**src/bru_consts.svh**
```systemverilog
`ifndef BRU_CONSTS_SVH
`define BRU_CONSTS_SVH

// ****************************************
// Opcode field layout
// ****************************************
`define BRU_OPC_HI 15
`define BRU_OPC_LO 10
`define BRU_DEST_BIT 9
`define BRU_BANK_BIT 8
`define BRU_OPC_ROT_LEFT 6'h11
`define BRU_OPC_ROT_RIGHT 6'h0c

// ****************************************
// Address resolution
// ****************************************
`define BRU_ACCESS_LIMIT 8'h5f
`define BRU_ACCESS_LOW_BANK 4'h0
`define BRU_ACCESS_HIGH_BANK 4'hf

// ****************************************
// Reset values
// ****************************************
`define BRU_RST_ADDR 12'h000
`define BRU_RST_BYTE 8'h00

`endif

```
**src/bru_pkg.sv**
```systemverilog
package bru_pkg;

  // One-hot sequencer states
  typedef enum logic [2:0] {
    ST_IDLE  = 3'b001,
    ST_READ  = 3'b010,
    ST_WRITE = 3'b100
  } bru_state_t;

  // Decoded operation
  typedef enum logic [1:0] {
    OP_NONE  = 2'h0,
    OP_LEFT  = 2'h1,
    OP_RIGHT = 2'h2
  } bru_op_t;

endpackage

```
**src/bru_rotator.sv**
```systemverilog
`timescale 1ns/1ns

// ****************************************
// Single-position byte rotator
// ****************************************
module bru_rotator (
  input wire logic [7:0] i_data,
  input wire logic i_carry,
  input wire logic i_right,
  output logic [7:0] o_result,
  output logic o_carry
);

  // Left wraps bit 7 round and keeps carry; right goes through carry
  always_comb begin
    if (i_right) begin
      o_result = {i_carry, i_data[7:1]};
      o_carry = i_data[0];
    end else begin
      o_result = {i_data[6:0], i_data[7]};
      o_carry = i_carry;
    end
  end

endmodule

```
**src/bru_top.sv**
```systemverilog
`timescale 1ns/1ns
`include "bru_consts.svh"

module bru_top (
  input wire logic i_clk,
  input wire logic i_rst,
  input wire logic i_ce,
  input wire logic i_valid,
  input wire logic [15:0] i_instr,
  input wire logic i_ext_en,
  input wire logic [3:0] i_bank_selector,
  input wire logic [11:0] i_index_base,
  input wire logic i_carry,
  input wire logic [7:0] i_mem_rdata,
  output logic o_busy,
  output logic o_done,
  output logic [11:0] o_mem_addr,
  output logic o_mem_rd,
  output logic o_mem_we,
  output logic [7:0] o_mem_wdata,
  output logic o_acc_we,
  output logic [7:0] o_acc_wdata,
  output logic o_carry_we,
  output logic o_carry,
  output logic o_nz_we,
  output logic o_neg,
  output logic o_zero
);
  import bru_pkg::*;

  // ****************************************
  // Decode helpers
  // ****************************************

  // Opcode to operation, shared by issue and capture
  function automatic bru_op_t decode_op(input logic [15:0] instr);
    logic [5:0] opc;
    opc = instr[`BRU_OPC_HI:`BRU_OPC_LO];
    if (opc == `BRU_OPC_ROT_LEFT) begin
      decode_op = OP_LEFT;
    end else if (opc == `BRU_OPC_ROT_RIGHT) begin
      decode_op = OP_RIGHT;
    end else begin
      decode_op = OP_NONE;
    end
  endfunction

  // Operand address from field, bank-access bit and mode
  function automatic logic [11:0] resolve_addr(input logic [7:0] f, input logic bank_bit,
                                               input logic ext, input logic [3:0] bsel,
                                               input logic [11:0] base);
    logic low;
    low = (f <= `BRU_ACCESS_LIMIT);
    if (bank_bit) begin
      resolve_addr = {bsel, f};
    end else if (ext && low) begin
      resolve_addr = 12'(base + {4'h0, f});
    end else if (low) begin
      resolve_addr = {`BRU_ACCESS_LOW_BANK, f};
    end else begin
      resolve_addr = {`BRU_ACCESS_HIGH_BANK, f};
    end
  endfunction

  // ****************************************
  // Sequencer
  // ****************************************
  bru_state_t state_q;
  bru_op_t op_q;
  logic dest_q;
  logic cin_q;
  logic [7:0] data_q;
  logic issue;
  logic [7:0] rot_result;
  logic rot_carry;

  // Unknown opcodes are simply not taken; the core decodes elsewhere
  assign issue = (state_q == ST_IDLE) && i_valid && (decode_op(i_instr) != OP_NONE);

  // Idle, read the operand, then write the destination
  always_ff @(posedge i_clk or posedge i_rst) begin
    if (i_rst) begin
      state_q <= ST_IDLE;
    end else if (i_ce) begin
      case (state_q)
        ST_IDLE: begin
          if (issue) begin
            state_q <= ST_READ;
          end
        end
        ST_READ: begin
          state_q <= ST_WRITE;
        end
        ST_WRITE: begin
          state_q <= ST_IDLE;
        end
        default: begin
          state_q <= ST_IDLE;
        end
      endcase
    end
  end

  // Latch instruction fields at issue
  always_ff @(posedge i_clk or posedge i_rst) begin
    if (i_rst) begin
      op_q <= OP_NONE;
      dest_q <= 1'b1;
      o_mem_addr <= `BRU_RST_ADDR;
    end else if (i_ce && issue) begin
      op_q <= decode_op(i_instr);
      dest_q <= i_instr[`BRU_DEST_BIT];
      o_mem_addr <= resolve_addr(i_instr[7:0], i_instr[`BRU_BANK_BIT], i_ext_en,
                                 i_bank_selector, i_index_base);
    end
  end

  // Read strobe and busy; busy covers the whole sequence
  always_ff @(posedge i_clk or posedge i_rst) begin
    if (i_rst) begin
      o_mem_rd <= 1'b0;
      o_busy <= 1'b0;
    end else if (i_ce) begin
      o_mem_rd <= issue;
      o_busy <= issue || (state_q == ST_READ);
    end
  end

  // Operand and carry sampled while the read strobe is out
  always_ff @(posedge i_clk or posedge i_rst) begin
    if (i_rst) begin
      data_q <= `BRU_RST_BYTE;
      cin_q <= 1'b0;
    end else if (i_ce && state_q == ST_READ) begin
      data_q <= i_mem_rdata;
      cin_q <= i_carry;
    end
  end

  // ****************************************
  // Datapath and write-back
  // ****************************************
  bru_rotator u_rot (
    .i_data(i_mem_rdata),
    .i_carry(i_carry),
    .i_right(op_q == OP_RIGHT),
    .o_result(rot_result),
    .o_carry(rot_carry)
  );

  // Result steered to memory or accumulator, one-cycle strobes
  always_ff @(posedge i_clk or posedge i_rst) begin
    if (i_rst) begin
      o_mem_we <= 1'b0;
      o_mem_wdata <= `BRU_RST_BYTE;
      o_acc_we <= 1'b0;
      o_acc_wdata <= `BRU_RST_BYTE;
      o_done <= 1'b0;
    end else if (i_ce) begin
      o_done <= (state_q == ST_READ);
      o_mem_we <= (state_q == ST_READ) && dest_q;
      o_acc_we <= (state_q == ST_READ) && !dest_q;
      if (state_q == ST_READ) begin
        o_mem_wdata <= rot_result;
        o_acc_wdata <= rot_result;
      end
    end
  end

  // Status flags; carry only written by the right rotate
  always_ff @(posedge i_clk or posedge i_rst) begin
    if (i_rst) begin
      o_carry_we <= 1'b0;
      o_carry <= 1'b0;
      o_nz_we <= 1'b0;
      o_neg <= 1'b0;
      o_zero <= 1'b0;
    end else if (i_ce) begin
      o_carry_we <= (state_q == ST_READ) && (op_q == OP_RIGHT);
      o_nz_we <= (state_q == ST_READ);
      if (state_q == ST_READ) begin
        o_carry <= rot_carry;
        o_neg <= rot_result[7];
        o_zero <= (rot_result == 8'h00);
      end
    end
  end

  // ****************************************
  // Assertions
  // ****************************************
  logic [7:0] wres;
  assign wres = dest_q ? o_mem_wdata : o_acc_wdata;

  property p_left_rotate;
    @(posedge i_clk) disable iff (i_rst)
    (o_done && op_q == OP_LEFT) |-> wres == {data_q[6:0], data_q[7]};
  endproperty
  a_left_rotate: assert property (p_left_rotate) else $error("left rotate wrong");

  property p_right_rotate;
    @(posedge i_clk) disable iff (i_rst)
    (o_done && op_q == OP_RIGHT) |-> wres == {cin_q, data_q[7:1]} && o_carry == data_q[0]
      && o_carry_we;
  endproperty
  a_right_rotate: assert property (p_right_rotate) else $error("right rotate wrong");

  property p_dest_acc;
    @(posedge i_clk) disable iff (i_rst)
    (o_done && !dest_q) |-> o_acc_we && !o_mem_we;
  endproperty
  a_dest_acc: assert property (p_dest_acc) else $error("accumulator write wrong");

  property p_dest_mem;
    @(posedge i_clk) disable iff (i_rst)
    (i_ce && issue && i_instr[`BRU_DEST_BIT]) ##1 i_ce |=> o_mem_we && !o_acc_we
      && $stable(o_mem_addr);
  endproperty
  a_dest_mem: assert property (p_dest_mem) else $error("memory write-back wrong");

  property p_access_bank;
    @(posedge i_clk) disable iff (i_rst)
    (i_ce && issue && !i_instr[`BRU_BANK_BIT]
      && !(i_ext_en && i_instr[7:0] <= `BRU_ACCESS_LIMIT))
      |=> o_mem_addr[7:0] == $past(i_instr[7:0]) && o_mem_addr[11:8] ==
        (o_mem_addr[7:0] <= `BRU_ACCESS_LIMIT ? `BRU_ACCESS_LOW_BANK : `BRU_ACCESS_HIGH_BANK);
  endproperty
  a_access_bank: assert property (p_access_bank) else $error("access bank address wrong");

  property p_banked;
    @(posedge i_clk) disable iff (i_rst)
    (i_ce && issue && i_instr[`BRU_BANK_BIT])
      |=> o_mem_addr == {$past(i_bank_selector), $past(i_instr[7:0])} && o_mem_rd;
  endproperty
  a_banked: assert property (p_banked) else $error("banked address wrong");

  property p_indexed;
    @(posedge i_clk) disable iff (i_rst)
    (i_ce && issue && !i_instr[`BRU_BANK_BIT] && i_ext_en
      && i_instr[7:0] <= `BRU_ACCESS_LIMIT)
      |=> o_mem_addr == 12'($past(i_index_base) + {4'h0, $past(i_instr[7:0])});
  endproperty
  a_indexed: assert property (p_indexed) else $error("indexed address wrong");

  property p_left_flags;
    @(posedge i_clk) disable iff (i_rst)
    (o_done && op_q == OP_LEFT) |-> !o_carry_we && o_nz_we && o_neg == wres[7]
      && o_zero == (wres == 8'h00);
  endproperty
  a_left_flags: assert property (p_left_flags) else $error("left rotate flags wrong");

endmodule

```
**config.mk**
```make
export PLATFORM = sky130hd
export DESIGN_NAME = bru_top
export DESIGN_NICKNAME = d
export VERILOG_FILES = /design/src/bru_pkg.sv /design/src/bru_rotator.sv /design/src/bru_top.sv
export VERILOG_INCLUDE_DIRS = /design/src /design/src/src
export SDC_FILE = /design/constraint.sdc
export NUM_CORES = 1
export LEC_CHECK = 0
export ABC_AREA = 1
export BUFFER_PORTS_ARGS = -buffer_cell sky130_fd_sc_hd__clkbuf_2
export CAP_MARGIN = 20
export CORE_ASPECT_RATIO = 0.7
export CORE_UTILIZATION = 54
export DETAILED_ROUTE_END_ITERATION = 6
export PLACE_DENSITY = 0.83
export SYNTH_ARGS = -nofsm -noshare
export SYNTH_HDL_FRONTEND = slang
export SYNTH_SLANG_ARGS = --single-unit
```
**constraint.sdc**
```tcl
create_clock -name i_clk -period 2.78 [get_ports i_clk]
set_input_delay 0.278 -clock i_clk [delete_from_list [all_inputs] [get_ports i_clk]]
set_output_delay 0.278 -clock i_clk [all_outputs]
set_load 0.005 [all_outputs]
```
==> flow_summary_export.csv <==
group,metric,value,unit
cells_and_area,antenna_cells,0,
cells_and_area,fin_cells,456,
run,maxCapViolCount,0,
clock_network,cts_max_level,2,
setup_path,cpMaxStageDelayCell,"dfstp_2",
setup_path,cp_max_fo,31,
detailed_routing,drt_wl_total,5.38,mm
cells_and_area,final_layout_size_suffix_gt1_share,30.2,%
placement,place_area,0.00275,mm2
grt,antenna_found_initial,0,
detailed_routing,post_drt_wl_per_cell,11.8,um
clock_network,cts_hold_buffers,0,
cells_and_area,stdcell_area,0.00286,mm2
detailed_routing,drtIter0Drc,153,
detailed_routing,vias,2268,
detailed_routing,first_pass_iters,4,
setup_path,start_kind,"flop",
die,dieArea,0.00466,mm2
placement,hpwl,4.20,mm
clock_network,cts.sinks,34,
sta,tightest_slew,0.924,ns
die,core,0.00407,mm2
setup_path,crit_family,"simple AND/OR/NAND/NOR gates",
die,die_h,57.4,um
hold_path,hold_path_class,"primary input to async pin",
yosys,ys_async_sr_fraction,100,%
sta,period_share,60.6,%
sta,fmaxAchievable,594,MHz
placement,io_buffers,83,
grt,grt.overflow.total,0,
grt,grt_pass1_wl,9.12,mm
setup_path,arrival,1.85,ns
outcome,outcome,"finished, final reports clean",
detailed_routing,detail-route-antenna-nets,0,
placement,placed_cells,448,
sta,rsz0062_at_grt,"no",
yosys,syn_avg_cell_area,7.26,um2
detailed_routing,routed_via_density,4.97,
sta,post-route-min-period,1.68,ns
die,die_x,81.1,um
yosys,syn_nets,381,
yosys,synth_cells,326,
clock_network,cts_root_buf,"clkbuf_8",
setup_path,crit_type,"flop to flop",
setup_path,setup.worst_path.end_class,"flop",
yosys,synth_edf_count,0,
clock_network,cts_setup_buffers,0,
cells_and_area,syn_to_final_growth,20.6,%
sta,hold_viol,0,
sta,relSlewSlack,38.3,%
clock_network,cts_tree,"yes",
sta,fin_skew,0.00938,ns
clock_network,insertion_delay,0.29,ns
cells_and_area,mostFrequentLayoutCell,"nand2_1",
grt,grtUsageTotal,26.4,%
die,num_rows,19,
power,powerDensity,541,mW/mm2
die,num_io_pins,84,
yosys,ys_seq_area_share,36.0,%
setup_path,cp.required,2.95,ns
power,leakage,1.70,nW
yosys,yosys_warnings,0,
yosys,ys_types,36,
setup_path,critPathBufInv,0,
grt,first_global_vias,1981,
die,initial_core_util,58.2,%
placement,globalplace.congestion,0.933,
detailed_routing,drc,0,
yosys,synth.cell_area,0.00237,mm2
clock_network,cts_resized,0,
cells_and_area,most-common-layout-cells,"106 x nand2_1, 83 x clkbuf_2, 40 x inv_1",
clock_network,ctsLongestPathBuffers,2,
setup_path,slowest_delay,0.57,ns
yosys,ys_ff_latch,34,
power,peakVddDrop,0.000369,V
sta,setup_tns,0,ns
sta,fin_ws,1.10,ns
grt,grt_max_degree,32,
sta,finalSetupViolCount,0,
setup_path,crit_chain,"nand3_2 > nor2_4 > nand3_4 > nor3_1 > a21boi_1",
clock_network,clk_pin_slew,0.08,ns
cells_and_area,nNetsFinal,458,
sta,final-max-slew-violation-count,0,
clock_network,cts_buffers,5,
placement,pre_cts_ws,0.986,ns
yosys,ys.flop_type,"dfrtp_1",
[worst paths after layout]
check / endpoint / start / slack (ns) / cells after the start
max in group asynchronous: state_q[1] / i_rst / 1.94 / 3
setup / recovery: o_mem_addr[8] / state_q[0] / 1.10 / 5
hold reg to reg: state_q[1] / state_q[1] / 0.48 / 2
hold / removal: o_mem_addr[6] / i_rst / 0.17 / 2
setup reg to reg: o_mem_addr[8] / state_q[0] / 1.10 / 5
min in group i_clk: dest_q / i_instr[9] / 0.18 / 3
[area by class of cell]
cell class	instances	area [um2]
tap	52	65.1
inverter	46	178
fill	357	1210
multi-input combinational	230	1210
clock inverter	3	40.0
clock buffer	5	68.8
timing repair buffer	86	438
sequential	34	853
[layer usage]
| metal | vias to the layer above | GRT usage (%) | routed length (um) |
|---|---|---|---|
| li1 | 1176 | - | - |
| met1 | 1015 | 40.6 | 2700 |
| met2 | 73 | 36.5 | 2240 |
| met3 | 4 | 6.08 | 366 |
| met4 | 0 | 8.42 | 64 |
| met5 | - | 0 | 0 |
[synthesized netlist by cell type (3+ instances only)]
cell      count  area, um2
buf_2         3       15.0
a21boi_1      6       45.0
o21ai_0       9       45.0
o21ai_1       8       40.0
nor3_1        4       20.0
a21oi_2       4       35.0
nor3_2        3       30.0
nand3_1      18       90.1
nor2_1       25       93.8
inv_2         5       18.8
inv_1        40        150
xnor2_1       3       26.3
nand4_1       5       31.3
dfrtp_1      32        801
ha_1          8        100
buf_6         3       33.8
a21oi_1      11       55.1
nand2_1     106        398
buf_4        10       75.1
[kinds of logic (layout without fill, tap and decap cells)]
kind of cell / after synthesis / count (layout) / synth area share [%]
simple gates: 175 / 175 / 33.6
compound gates: 43 / 43 / 11.4
flops: 34 / 34 / 36.0
fa+ha+maj: 9 / 9 / 5.07
buf+inv: 62 / 140 / 12.7
xor+xnor: 3 / 3 / 1.11
[through the flow]
stage / power [mW] / hold WS, ns / utilization, %
3_5_place_dp: 1.10 / 0.459 / 67.6
6_report: 1.55 / 0.166 / 70.2
4_1_cts: 1.56 / 0.173 / 70.2
5_1_grt: 1.65 / 0.196 / 70.2
3_3_place_gp: 1.09 / 0.459 / 67.6
2_1_floorplan: 0.949 / 0.376 / -
[state kept, by name, indices dropped and copies added (netlist names), 2 cells and up]
signal,flops
state_q,3
o_mem_addr,12
o_mem_wdata,8
op_q,2
[report_power, final]
part           leakage [nW]  switching (mW)  internal [mW]
combinational          1.22           0.237          0.204
clock                0.0579           0.193          0.264
sequential            0.426          0.0615          0.586
No activity file was read; power rests on OpenSTA's default activity.
